--- src/shared/mpc_host_defines.vh ---
// Constants for the multi-processor debug controller that drives a core's
// debug halt/run handshake pins.
// Assumes inclusion by bare name from the design file that uses it.
`ifndef MPC_HOST_DEFINES_VH
`define MPC_HOST_DEFINES_VH

// Handshake sequencer states.
`define ST_IDLE       3'h0
`define ST_HALT_REQ   3'h1
`define ST_HALT_DROP  3'h2
`define ST_RUN_REQ    3'h3
`define ST_RUN_DROP   3'h4
`define ST_WIDTH      3

// Kind of the last completed request, used to forbid repeats.
`define LAST_NONE     2'h0
`define LAST_HALT     2'h1
`define LAST_RUN      2'h2
`define LAST_WIDTH    2

// Start-state level for the core: 1 runs, 0 starts debugger-halted.
`define START_RUN     1'h1
`define START_HALTED  1'h0

// Depth of the synchroniser on each input coming back from the core.
`define SYNC_DEPTH    2

`endif

--- src/core/mpc_debug_host.v ---
// Multi-processor debug controller: drives a core's debug halt and run
// four-phase handshakes and its reset start-state level.
// Assumes one clock; core outputs arrive asynchronously and are synchronised here.
//
// Behaviour
// - Controller drops halt request once it sees halt acknowledge high.
// - Controller never issues two halt requests back to back.
// - Unused interface ties the halt request low.
// - Run request drops after acknowledge; acknowledge drops after request drops.
// - Controller never issues two run requests back to back.
// - Unused interface ties the run request low.
// - Start-state level is made synchronous to the core clock outside the core.
// - Unused interface ties the start-state level high.
// - Controller raises run request only while core reports debugger-halted state.
// - When started halted, no run request before core is in Debug Mode.
// - Core outputs are synchronised in the controller; requests and start level leave the controller registered.
// - Power manager wakes a power-halted core with its own run request.
`timescale 1ns/100ps
`default_nettype none
`include "mpc_host_defines.vh"

module mpc_debug_host (
    input  wire clock,
    input  wire rst,
    input  wire hostEnable,
    input  wire startRunCfg,
    input  wire haltCmd,
    input  wire runCmd,
    output wire haltCmdReady,
    output wire runCmdReady,
    output reg  haltDone,
    output reg  runDone,
    output reg  cmdRefused,
    output wire busy,
    output wire coreInDebug,
    output wire coreBrkptHit,
    output reg  debugHaltReq,
    output reg  debugRunReq,
    output reg  resetRunReq,
    input  wire debugHaltAck,
    input  wire debugRunAck,
    input  wire debugModeStatus,
    input  wire debugBrkptStatus
);

    reg [`ST_WIDTH-1:0]   state_reg;
    reg [`ST_WIDTH-1:0]   state_next;
    reg [`LAST_WIDTH-1:0] last_reg;
    reg [`LAST_WIDTH-1:0] last_next;
    reg                   haltDone_next;
    reg                   runDone_next;
    reg                   refused_next;
    reg                   haltReq_next;
    reg                   runReq_next;

    // Two-stage synchronisers; stage 0 feeds only stage 1.
    reg [3:0]             sync0_reg;
    reg [3:0]             sync1_reg;

    wire haltAckSync;
    wire runAckSync;
    wire modeSync;
    wire brkptSync;
    wire idle;
    wire haltAccept;
    wire runAccept;

    always @(posedge clock or posedge rst) begin
        if (rst) begin
            sync0_reg <= 4'h0;
            sync1_reg <= 4'h0;
        end else begin
            sync0_reg <= {debugBrkptStatus, debugModeStatus, debugRunAck, debugHaltAck};
            sync1_reg <= sync0_reg;
        end
    end

    assign haltAckSync  = sync1_reg[0];
    assign runAckSync   = sync1_reg[1];
    assign modeSync     = sync1_reg[2];
    assign brkptSync    = sync1_reg[3];
    assign coreInDebug  = modeSync;
    assign coreBrkptHit = brkptSync;

    assign idle = (state_reg == `ST_IDLE);
    assign busy = ~idle;

    // A halt may not follow a halt; a run may not follow a run and needs Debug Mode.
    assign haltCmdReady = idle & hostEnable & (last_reg != `LAST_HALT);
    assign runCmdReady  = idle & hostEnable & (last_reg != `LAST_RUN) & modeSync;
    assign haltAccept   = haltCmd & haltCmdReady;
    assign runAccept    = runCmd & runCmdReady & ~haltCmd;

    always @* begin
        state_next    = state_reg;
        last_next     = last_reg;
        haltDone_next = 1'b0;
        runDone_next  = 1'b0;
        refused_next  = 1'b0;
        haltReq_next  = 1'b0;
        runReq_next   = 1'b0;
        case (state_reg)
            `ST_IDLE: begin
                if (haltAccept) begin
                    state_next   = `ST_HALT_REQ;
                    haltReq_next = 1'b1;
                end else if (runAccept) begin
                    state_next  = `ST_RUN_REQ;
                    runReq_next = 1'b1;
                end else if (haltCmd | runCmd) begin
                    refused_next = 1'b1;
                end
            end
            `ST_HALT_REQ: begin
                if (haltAckSync) begin
                    state_next = `ST_HALT_DROP;
                end else begin
                    haltReq_next = hostEnable;
                end
                if (~hostEnable) begin
                    state_next = `ST_HALT_DROP;
                end
            end
            `ST_HALT_DROP: begin
                if (~haltAckSync) begin
                    state_next    = `ST_IDLE;
                    last_next     = `LAST_HALT;
                    haltDone_next = 1'b1;
                end
            end
            `ST_RUN_REQ: begin
                if (runAckSync) begin
                    state_next = `ST_RUN_DROP;
                end else begin
                    runReq_next = hostEnable;
                end
                if (~hostEnable) begin
                    state_next = `ST_RUN_DROP;
                end
            end
            `ST_RUN_DROP: begin
                if (~runAckSync) begin
                    state_next   = `ST_IDLE;
                    last_next    = `LAST_RUN;
                    runDone_next = 1'b1;
                end
            end
            default: begin
                state_next = `ST_IDLE;
            end
        endcase
    end

    always @(posedge clock or posedge rst) begin
        if (rst) begin
            state_reg    <= `ST_IDLE;
            last_reg     <= `LAST_NONE;
            haltDone     <= 1'b0;
            runDone      <= 1'b0;
            cmdRefused   <= 1'b0;
            debugHaltReq <= 1'b0;
            debugRunReq  <= 1'b0;
            resetRunReq  <= `START_RUN;
        end else begin
            state_reg    <= state_next;
            last_reg     <= last_next;
            haltDone     <= haltDone_next;
            runDone      <= runDone_next;
            cmdRefused   <= refused_next;
            debugHaltReq <= haltReq_next;
            debugRunReq  <= runReq_next;
            // Registered on this clock so the core sees a synchronous level.
            resetRunReq  <= hostEnable ? startRunCfg : `START_RUN;
        end
    end

endmodule

`default_nettype wire

--- config.mk ---
export PLATFORM = sky130hd
export DESIGN_NAME = mpc_debug_host
export DESIGN_NICKNAME = d
export VERILOG_FILES = /design/src/core/mpc_debug_host.v
export VERILOG_INCLUDE_DIRS = /design/src /design/src/shared
export SDC_FILE = /design/constraint.sdc
export NUM_CORES = 1
export LEC_CHECK = 0
export BUFFER_PORTS_ARGS = -buffer_cell sky130_fd_sc_hd__buf_2
export CAP_MARGIN = 25
export CORE_UTILIZATION = 53
export DETAILED_ROUTE_END_ITERATION = 12
export GPL_TIMING_DRIVEN = 0
export PLACE_DENSITY = 0.91
export SLEW_MARGIN = 15
export SYNTH_ARGS = -nofsm -noshare
export SYNTH_HDL_FRONTEND = slang
export SYNTH_SLANG_ARGS = --single-unit
--- constraint.sdc ---
create_clock -name clock -period 1.63 [get_ports clock]
set_input_delay 0.326 -clock clock [delete_from_list [all_inputs] [get_ports clock]]
set_output_delay 0.326 -clock clock [all_outputs]
set_load 0.01 [all_outputs]
==> key figures, run 1 <==
Run status
  • Status: finished, violations left
  • Failing checks: setup timing

Clocking
  • Hold-fix buffers, CTS: 0
  • CTS Sinks: 19
  • CTS Buf Count: 3
  • Clock Tree Buf Depth: 2
  • Htree depth: 1
  • Clock latency at the later pin of the worst-skew pair: 0.28 ns
  • Root Buffer: clkbuf_4
  • TritonCTS clock tree: done
  • Reg clk slew, reported paths: 0.10 ns

Synthesis
  • Asr flop ratio synth: 100.0%
  • Yosys reg bits: 19
  • Synth Area in Adders: 0%
  • Synth cell types: 31
  • Largest area contributor in the netlist: dfrtp_1
  • Simple-gate share of the synthesized area: 21.44%
  • Largest family of logic cells by synthesized area: simple AND/OR/NAND/NOR gates
  • Share of the synthesized area in the top cell type: 56.34%
  • Ys flop type: dfrtp_1
  • Top post-synthesis cells by area: dfrtp_1 (56%), dfstp_2 (3.3%), a21oi_1 (2.5%), nor3_1 (2.5%), nand2b_1 (2.3%)
  • Synth Warn #: 0
  • Register area share after synthesis: 59.62%
  • Top cells by count, synth: dfrtp_1 (18), a21oi_1 (4), inv_1 (4), nand2_1 (4), nor3_1 (4)
  • Count leader, synth: dfrtp_1
  • Post-synth EDFFs: 0
  • Synth Area in XOR/XNOR: 0%
  • Complex-gate fraction of the synthesized area: 11.74%
  • Multiplexer share of the synthesized area: 2.660%
  • Syn Area/Cell: 11.59 um^2
  • Synthesized area: 799.5 um^2
  • Syn_nets: 79
  • Cells after synthesis: 69

Place
  • Dpl hpwl: 991.2 um
  • Gp weighted congestion: 0.8457
  • IO buf count: 20
  • Placed cell count: 104
  • Setup WS pre-CTS: 0.2534 ns
  • Placed cell area: 918.4 um^2

Critical path
  • WS Path Type: flop to output pin
  • CP Data Required Time: 1.30 ns
  • Top delay family on crit path: flip-flops
  • Crit path launch: state_reg[1]
  • CP max-delay cell: dfrtp_1
  • Reg-to-reg startpoint: state_reg[0]
  • Worst path cell trace: buf_6 -> or3_4 -> buf_6
  • Buf/Inv on CP: 2
  • Crit end category: output pin
  • Crit path arrival time: 1.31 ns
  • Worst path most repeated cell: buf_6
  • Critical Path Start Type: flop
  • Worst path max stage delay: 0.41 ns
  • Crit path max fanout: 2

GRT
  • Global route overflow: 0
  • Initial antenna violation count: 0
  • First-pass GRT wire length: 2194 um
  • Largest net degree at the start of global routing: 20
  • GRT Total Usage: 21.13%
  • Vias in the first global route: 566

Pwr
  • Leak Pwr: 0.5091 nW
  • Pwr Total: 1.590 mW
  • P_sw: 0.5376 mW
  • Reg power frac: 40.1%
  • Clk pwr share: 14.2%
  • Int Pwr: 1.052 mW
  • PwrDens: 1531 nW/um^2
  • Sw Share: 33.82%
  • Max VDD drop: 805.4 uV
  • Combinational share of power: 45.8%

Flow run
  • Max Cap Viol: 0

Detailed routing
  • DR vias: 651
  • Vias/cell: 5.612
  • DRC viols: 0
  • ANT nets after route: 0
  • DR WL/cell: 13.83 um
  • First-pass DRT Iterations: 4
  • Routed WL: 1604 um
  • Iteration-0 DRC Markers: 19

Floorplanning
  • Die height: 40.84 um
  • Initial Utilization: 59.22%
  • Core Box Area: 1350 um^2
  • Top Ports: 21
  • Die Span X: 40.84 um
  • Die Footprint: 1668 um^2
  • Core Rows: 13

Timing
  • Fmax: 610.0 MHz
  • Final min period: 1.639 ns
  • Hold_ws: 0.1218 ns
  • Final period util: 100.6%
  • Setup violations, final: 1
  • Hold Fails Final Rpt: 0
  • Worst-margin pin slew: 0.6800 ns
  • Worst rel slew slack: 54.61%
  • TNS Setup: -0.009223 ns
  • Unrepaired setup endpoints after global routing: yes
  • Final WS setup: -0.009223 ns
  • Slew Viols, Final: 0
  • Clk_skew: 0.004746 ns

Hold path
  • Hold Crit Class: primary input to async pin

Final layout
  • Multi-input gate area: 302.8 um^2
  • Post-layout util: 76.92%
  • Fin area: 1039 um^2
  • Number of inserted diodes: 0
  • Nets: 112
  • Share of layout cells above drive strength 1: 46.53%
  • Layout area overhead: 29.89%
  • Non-filler cells, final: 116
  • Fill cells: 82
  • Reg area: 479.2 um^2
-- placed cells by master, fill, tap and decap left out, types with 2 or more instances in the layout --
cell / Yosys / routed
nand2_1: 4 / 3
a21oi_1: 4 / 3
nand4_1: 2 / 2
o21ai_0: 2 / 2
nand2b_1: 3 / 3
clkbuf_4: 0 / 3
nand3_1: 3 / 3
a31oi_1: 2 / 2
buf_2: 0 / 19
inv_1: 4 / 4
nor2b_2: 1 / 2
buf_4: 1 / 7
dfrtp_1: 18 / 16
nor3_1: 4 / 4
buf_6: 0 / 3
dfrtp_2: 0 / 2
-- path summary, 6_finish.rpt --
kind	end	slack, ns	depth (start not counted)
worst max-delay path	busy	-0.009	3
worst min-delay path	sync0_reg[1]	0.12	2
worst max register to register	last_reg[0]	0.33	5
worst min register to register	sync1_reg[0]	0.36	0
max in group asynchronous	state_reg[2]	1.03	2
min in group clock	sync0_reg[1]	0.14	1
-- repair_timing --
action | in CTS | in global routing
endpoints found under the setup margin | 2 | 3
gates resized for setup | 5 | 6
setup buffers | 3 | 5
gates cloned | 0 | 0
pin swaps | 1 | 0
-- cell type report --
| class | instances | area share, % |
|---|---|---|
| plain buffers | 2 | 2.530 |
| clock buffers | 4 | 2.530 |
| inverters | 4 | 1.446 |
| multi-input cells | 44 | 29.16 |
| flip-flops and latches | 19 | 46.14 |
| well taps | 15 | 1.807 |
| repair buffers | 28 | 16.39 |
-- power groups by stage --
| stage | Sequential, mW | Clock [mW] | Combinational [mW] |
|---|---|---|---|
| 2_1_floorplan | 0.641 | 0 | 0.358 |
| 3_3_place_gp | 0.630 | 0 | 0.495 |
| 3_5_place_dp | 0.636 | 0 | 0.502 |
| 4_1_cts | 0.625 | 0.234 | 0.607 |
| 5_1_grt | 0.650 | 0.254 | 0.788 |
| 6_report | 0.637 | 0.225 | 0.728 |
-- per-layer routing --
metal | GRT usage, % | up-vias | share of wire, %
met2 | 34.77 | 36 | 50
met4 | 15.83 | 0 | 1.7
met1 | 23.40 | 304 | 42
met5 | 0 | - | 0
met3 | 4.891 | 4 | 6.1
li1 | - | 307 | -
-- logic make-up after synthesis --
| kind of cell | Yosys count |
|---|---|
| muxes | 2 |
| buffers and inverters | 6 |
| AOI/OAI and AO/OA | 14 |
| and+or+nand+nor | 28 |
| DFF | 19 |
Note: power is estimated with default switching activity, not from simulation.
==> run 2, diff against run 1 <==
--- a/config.mk
+++ b/config.mk
@@ -8,10 +8,10 @@
 export LEC_CHECK = 0
 export BUFFER_PORTS_ARGS = -buffer_cell sky130_fd_sc_hd__buf_2
 export CAP_MARGIN = 25
-export CORE_UTILIZATION = 53
+export CORE_UTILIZATION = 44
 export DETAILED_ROUTE_END_ITERATION = 12
 export GPL_TIMING_DRIVEN = 0
-export PLACE_DENSITY = 0.91
+export PLACE_DENSITY = 0.82
 export SLEW_MARGIN = 15
 export SYNTH_ARGS = -nofsm -noshare
 export SYNTH_HDL_FRONTEND = slang
==> constraint.sdc (replaced) <==
create_clock -name clock -period 1.5 [get_ports clock]
set_input_delay 0.3 -clock clock [delete_from_list [all_inputs] [get_ports clock]]
set_output_delay 0.3 -clock clock [all_outputs]
set_load 0.01 [all_outputs]
==> run 2 against run 1 <==
Effect of this change: the flow finishes with violations (DRC, setup timing); worst hold slack worse by 0.038 ns; wire length down 1.0%; combinational power up 11%; flip-flop and latch count unchanged; cell count up 8.6%; critical path depth unchanged; clock skew down 0.0029 ns; critical endpoint unchanged; critical path type unchanged; sequential share of layout area down 0.72 points; via count up 1.8%.
==> key figures, run 2 (synthesis results as in run 1) <==
Pwr
  • P_sw: 0.5936 mW (+10%)
  • Reg power frac: 39.6% (-0.5 points)
  • Leak Pwr: 0.5130 nW (+0.78%)
  • Pwr Total: 1.741 mW (+9.5%)
  • Sw Share: 34.10% (+0.29 points)
  • Max VDD drop: 797.4 uV (-0.99%)
  • Int Pwr: 1.147 mW (+9.0%)
  • Combinational share of power: 46.4% (+0.6 points)
  • Clk pwr share: 14.0% (-0.2 points)
  • PwrDens: 1654 nW/um^2 (+8.0%)

Run status
  • Status: finished, violations left
  • Failing checks: DRC, setup timing

Detailed routing
  • Routed WL: 1588 um (-1.0%)
  • DR WL/cell: 12.60 um (-8.9%)
  • Iteration-0 DRC Markers: 15 (-4)
  • First-pass DRT Iterations: 8 (+4)
  • DR vias: 663 (+1.8%)
  • DRC viols: 2 (+2)
  • Vias/cell: 5.262 (-6.2%)
  • ANT nets after route: 0 (unchanged)

Clocking
  • Reg clk slew, reported paths: 0.10 ns (about the same)
  • CTS Sinks: 19 (unchanged)
  • Htree depth: 1 (unchanged)
  • CTS Buf Count: 3 (unchanged)
  • Root Buffer: clkbuf_4
  • Clock Tree Buf Depth: 2 (unchanged)
  • TritonCTS clock tree: done
  • Clock latency at the later pin of the worst-skew pair: 0.29 ns (about the same)

Place
  • IO buf count: 20 (unchanged)
  • Dpl hpwl: 977.7 um (-1.4%)
  • Gp weighted congestion: 0.7867 (-7.0%)
  • Placed cell area: 930.9 um^2 (+1.4%)
  • Placed cell count: 114 (+9.6%)

Final layout
  • Layout area overhead: 31.61%
  • Nets: 112 (unchanged)
  • Commonest non-fill, non-tap cell in the layout: buf_2
  • Post-layout util: 61.61% (-15 points)
  • Fin area: 1052 um^2 (+1.3%)
  • Non-filler cells, final: 126 (+8.6%)
  • Reg area: 478.0 um^2 (-0.26%)
  • Commonest cells after routing, fill and taps aside: buf_2 (19), dfrtp_1 (17), buf_4 (6)
  • Share of layout cells above drive strength 1: 45.54% (-0.99 points)
  • Fill cells: 136 (+66%)
  • Number of inserted diodes: 0 (unchanged)
  • Multi-input gate area: 300.3 um^2 (-0.83%)

Flow run
  • Max Cap Viol: 0 (unchanged)

GRT
  • First-pass GRT wire length: 2318 um (+5.7%)
  • Largest net degree at the start of global routing: 20 (unchanged)
  • Vias in the first global route: 566 (unchanged)
  • GRT Total Usage: 16.45% (-4.7 points)
  • Global route overflow: 0 (unchanged)
  • Initial antenna violation count: 0 (unchanged)

Timing
  • Slew Viols, Final: 0 (unchanged)
  • Final min period: 1.648 ns
  • Hold Fails Final Rpt: 0 (unchanged)
  • Setup violations, final: 3 (+2)
  • Unrepaired setup endpoints after global routing: yes
  • Worst rel slew slack: 55.89% (+1.3 points)
  • Final WS setup: -0.1478 ns (-0.1386 ns)
  • TNS Setup: -0.3145 ns (-0.3053 ns)
  • Final period util: 109.9%
  • Clk_skew: 0.001855 ns (-0.002891 ns)
  • Worst-margin pin slew: 0.6609 ns (-0.01913 ns)
  • Fmax: 606.9 MHz

Critical path
  • Crit path max fanout: 2 (unchanged)
  • Buf/Inv on CP: 2 (unchanged)
  • WS Path Type: flop to output pin
  • Worst path cell trace: buf_6 -> or3_4 -> buf_6
  • Worst path max stage delay: 0.41 ns (about the same)
  • Crit path arrival time: 1.35 ns (+0.04 ns)
  • Worst path most repeated cell: buf_6
  • Critical Path Start Type: flop
  • CP max-delay cell: dfrtp_1
  • Crit end category: output pin
  • Top delay family on crit path: flip-flops
  • CP Data Required Time: 1.20 ns (-0.10 ns)

Floorplanning
  • Die Span X: 44.63 um (+9.3%)
  • Die Footprint: 1991 um^2 (+19%)
  • Die height: 44.63 um (+9.3%)
  • Core Box Area: 1708 um^2 (+27%)
  • Initial Utilization: 46.81% (-12 points)
  • Top Ports: 21 (unchanged)
  • Core Rows: 15 (+2)

Hold path
  • Hold Crit Class: primary input to async pin
run 2: power groups by stage:
stage | Clock (mW) | Combinational, mW | Sequential [mW]
floorplan | 0 | 0.389 | 0.697
global placement | 0 | 0.543 | 0.684
detailed placement | 0 | 0.555 | 0.693
CTS | 0.260 | 0.699 | 0.679
global route | 0.277 | 0.858 | 0.700
finish | 0.244 | 0.808 | 0.689
run 2: cell type report:
| type | count | share of cell area (%) |
|---|---|---|
| Inverter | 4 | 1.427 |
| Sequential cell | 19 | 45.42 |
| Buffer | 2 | 2.497 |
| Clock inverter | 1 | 0.4756 |
| Multi-Input combinational cell | 44 | 28.54 |
| Timing Repair Buffer | 28 | 16.53 |
| Tap cell | 25 | 2.973 |
| Clock buffer | 3 | 2.140 |
run 2: layer usage:
metal	track usage, %	part of all wire (%)	up-vias
met3	6.122	7.2	8
met4	7.273	3.9	0
met5	0	0	-
met1	18.88	36	316
met2	27.35	52	36
li1	-	-	303
run 2: final timing paths:
kind	startpoint	end	slack, ns	depth (start not counted)
max in group asynchronous	rst	state_reg[2]	0.96	2
worst min-delay path	rst	runDone	0.08	2
worst max-delay path	state_reg[1]	busy	-0.15	3
worst min register to register	sync0_reg[1]	sync1_reg[1]	0.36	0
worst max register to register	state_reg[0]	state_reg[1]	0.16	5
min in group clock	debugModeStatus	sync0_reg[2]	0.11	1
run 2: metrics by stage:
step	setup WS [ns]	hold WS (ns)
after floorplan	0.2446	0.2504
after global placement	0.1205	0.3339
after detailed placement	0.09969	0.3371
after CTS	-0.1581	0.08875
after global routing	-0.1918	0.08087
final	-0.1478	0.08393
run 2: what timing repair did:
action,CTS,global route
gates cloned,0,0
hold buffers,0,0
endpoints found under the setup margin,3,3
gates resized for setup,5,5
buffers inserted,4,4
pin swaps,2,0
==> run 3, diff against run 2 <==
--- a/config.mk
+++ b/config.mk
@@ -8,11 +8,14 @@
 export LEC_CHECK = 0
 export BUFFER_PORTS_ARGS = -buffer_cell sky130_fd_sc_hd__buf_2
 export CAP_MARGIN = 25
-export CORE_UTILIZATION = 44
+export CORE_ASPECT_RATIO = 1.5
+export CORE_MARGIN = 5
+export CORE_UTILIZATION = 37
 export DETAILED_ROUTE_END_ITERATION = 12
 export GPL_TIMING_DRIVEN = 0
-export PLACE_DENSITY = 0.82
+export PLACE_DENSITY = 0.73
 export SLEW_MARGIN = 15
 export SYNTH_ARGS = -nofsm -noshare
 export SYNTH_HDL_FRONTEND = slang
 export SYNTH_SLANG_ARGS = --single-unit
+export TNS_END_PERCENT = 50
==> run 3 against run 2 <==
Effect of this change: the flow finishes with violations (setup timing); clock skew rose by 0.0027 ns; design area fell by 4.6%; global-route usage fell by 5.6 points; non-clock buffer count fell by 5; die area rose by 61%; worst hold slack improved by 0.0074 ns; combinational power fell by 15%.
==> key figures, run 3 (synthesis results as in run 1) <==
Detailed routing
  • Iteration-0 DRC Markers: 12 (-3)
  • ANT nets after route: 0 (unchanged)
  • DR WL/cell: 13.20 um (+4.8%)
  • DR vias: 598 (-9.8%)
  • Routed WL: 1558 um (-1.9%)
  • Vias/cell: 5.068 (-3.7%)
  • DRC viols: 0 (-2)
  • First-pass DRT Iterations: 4 (-4)

Run status
  • Status: finished, violations left
  • Failing checks: setup timing

Place
  • Gp weighted congestion: 0.8406 (+6.9%)
  • IO buf count: 20 (unchanged)
  • Dpl hpwl: 1121 um (+15%)
  • Placed cell count: 111 (-2.6%)
  • Placed cell area: 927.1 um^2 (-0.40%)
  • Setup WS pre-CTS: 0.1397 ns (+0.03998 ns)

GRT
  • Global route overflow: 0 (unchanged)
  • Largest net degree at the start of global routing: 20 (unchanged)
  • Initial antenna violation count: 0 (unchanged)
  • Vias in the first global route: 565 (-0.18%)
  • GRT Total Usage: 10.89% (-5.6 points)
  • First-pass GRT wire length: 2497 um (+7.7%)

Timing
  • Hold Fails Final Rpt: 0 (unchanged)
  • Final period util: 107.5% (-2.4 points)
  • Final WS setup: -0.1121 ns (+0.03577 ns)
  • Unrepaired setup endpoints after global routing: yes
  • TNS Setup: -0.2779 ns (+0.03665 ns)
  • Setup violations, final: 3 (unchanged)
  • Clk_skew: 0.004594 ns (+0.002740 ns)
  • Hold_ws: 0.09134 ns (+0.007406 ns)
  • Slew Viols, Final: 0 (unchanged)
  • Worst rel slew slack: 54.74% (-1.1 points)
  • Final min period: 1.612 ns (-0.03577 ns)
  • Fmax: 620.3 MHz (+2.2%)
  • Worst-margin pin slew: 0.6781 ns (+0.01719 ns)

Final layout
  • Fill cells: 206 (+51%)
  • Reg area: 478.0 um^2 (unchanged)
  • Fin area: 1003 um^2 (-4.6%)
  • Commonest non-fill, non-tap cell in the layout: buf_2
  • Non-filler cells, final: 118 (-6.3%)
  • Multi-input gate area: 299.0 um^2 (-0.42%)
  • Share of layout cells above drive strength 1: 41.67% (-3.9 points)
  • Post-layout util: 48.90% (-13 points)
  • Nets: 107 (-4.5%)
  • Layout area overhead: 25.51%
  • Commonest cells after routing, fill and taps aside: buf_2 (19), dfrtp_1 (17), inv_1 (4), nor3_1 (4), a21oi_1 (4)
  • Number of inserted diodes: 0 (unchanged)

Critical path
  • R2R cell count: 3 (-2)
  • Flop-to-flop setup slack: 0.28 ns (+0.12 ns)
  • Buf/Inv on CP: 2 (unchanged)
  • WS Path Type: flop to output pin
  • Crit path max fanout: 3 (+1)
  • Top delay family on crit path: flip-flops
  • CP max-delay cell: dfrtp_1
  • Worst path cell trace: buf_6 -> or3_4 -> buf_6
  • Crit path to: busy
  • Critical Path Start Type: flop
  • CP Data Required Time: 1.20 ns (about the same)
  • Crit. path cell count: 3 (unchanged)
  • Crit end category: output pin
  • Worst path max stage delay: 0.41 ns (about the same)
  • Crit path arrival time: 1.31 ns (-0.04 ns)
  • Worst path most repeated cell: buf_6
  • Capture point of the worst reg-to-reg path: state_reg[1]
  • Reg-to-reg startpoint: last_reg[0]
  • Crit path launch: state_reg[0]

Clocking
  • Root Buffer: clkbuf_4
  • TritonCTS clock tree: done
  • CTS Sinks: 19 (unchanged)
  • Htree depth: 1 (unchanged)
  • Reg clk slew, reported paths: 0.10 ns (about the same)
  • Clock latency at the later pin of the worst-skew pair: 0.29 ns (about the same)
  • Clock Tree Buf Depth: 2 (unchanged)
  • CTS Buf Count: 3 (unchanged)

Pwr
  • PwrDens: 1613 nW/um^2 (-2.5%)
  • Pwr Total: 1.618 mW (-7.0%)
  • Leak Pwr: 0.4833 nW (-5.8%)
  • Max VDD drop: 648.8 uV (-19%)

Floorplanning
  • Initial Utilization: 38.96% (-7.8 points)
  • Die height: 66.93 um (+50%)
  • Core Box Area: 2052 um^2 (+20%)
  • Die Footprint: 3210 um^2 (+61%)
  • Core Rows: 20 (+5)
  • Top Ports: 21 (unchanged)
  • Die Span X: 47.96 um (+7.5%)

Hold path
  • Hold Crit Class: primary input to async pin

Flow run
  • Max Cap Viol: 0 (unchanged)
[run 3: final cells by class]
class	count	area share [%]
clock buffers	4	2.618
flip-flops and latches	19	47.63
plain buffers	2	2.494
well taps	22	2.743
repair buffers	23	13.22
multi-input cells	44	29.80
inverters	4	1.496
[run 3: what timing repair did]
item / in CTS / in global routing
hold buffers: 0 / 0
resized for setup: 4 / 4
setup endpoints to repair: 3 / 3
pin swaps: 2 / 0
cloned: 0 / 0
setup buffers: 2 / 1
[run 3: how the worst min path moves through the flow]
stage / cells past startpoint / end / from
2_1_floorplan: 1 / cmdRefused / rst
5_1_grt: 1 / sync0_reg[3] / debugBrkptStatus
3_5_place_dp: 0 / sync1_reg[2] / sync0_reg[2]
3_3_place_gp: 0 / sync1_reg[2] / sync0_reg[2]
4_1_cts: 1 / sync0_reg[0] / debugHaltAck
6_report: 2 / sync1_reg[2] / rst
[run 3: report_power, final]
part           switching, mW  internal (mW)
Clock                  0.145          0.103
Combinational          0.321          0.362
Sequential            0.0806          0.606
[run 3: worst reg2reg max path: stages (launching register included)]
cell and delay [ns]:
dfrtp_1 0.44, nand2b_4 0.19, nand4_1 0.13, a2111oi_2 0.37
[run 3: routing by layer]
metal  up-vias  track usage [%]  routed length [um]
li1        296                -                   -
met1       279            12.46                 615
met2        23            18.71                 830
met3         0            1.622                 111
met4         0            5.051                   0
met5         -                0                   0
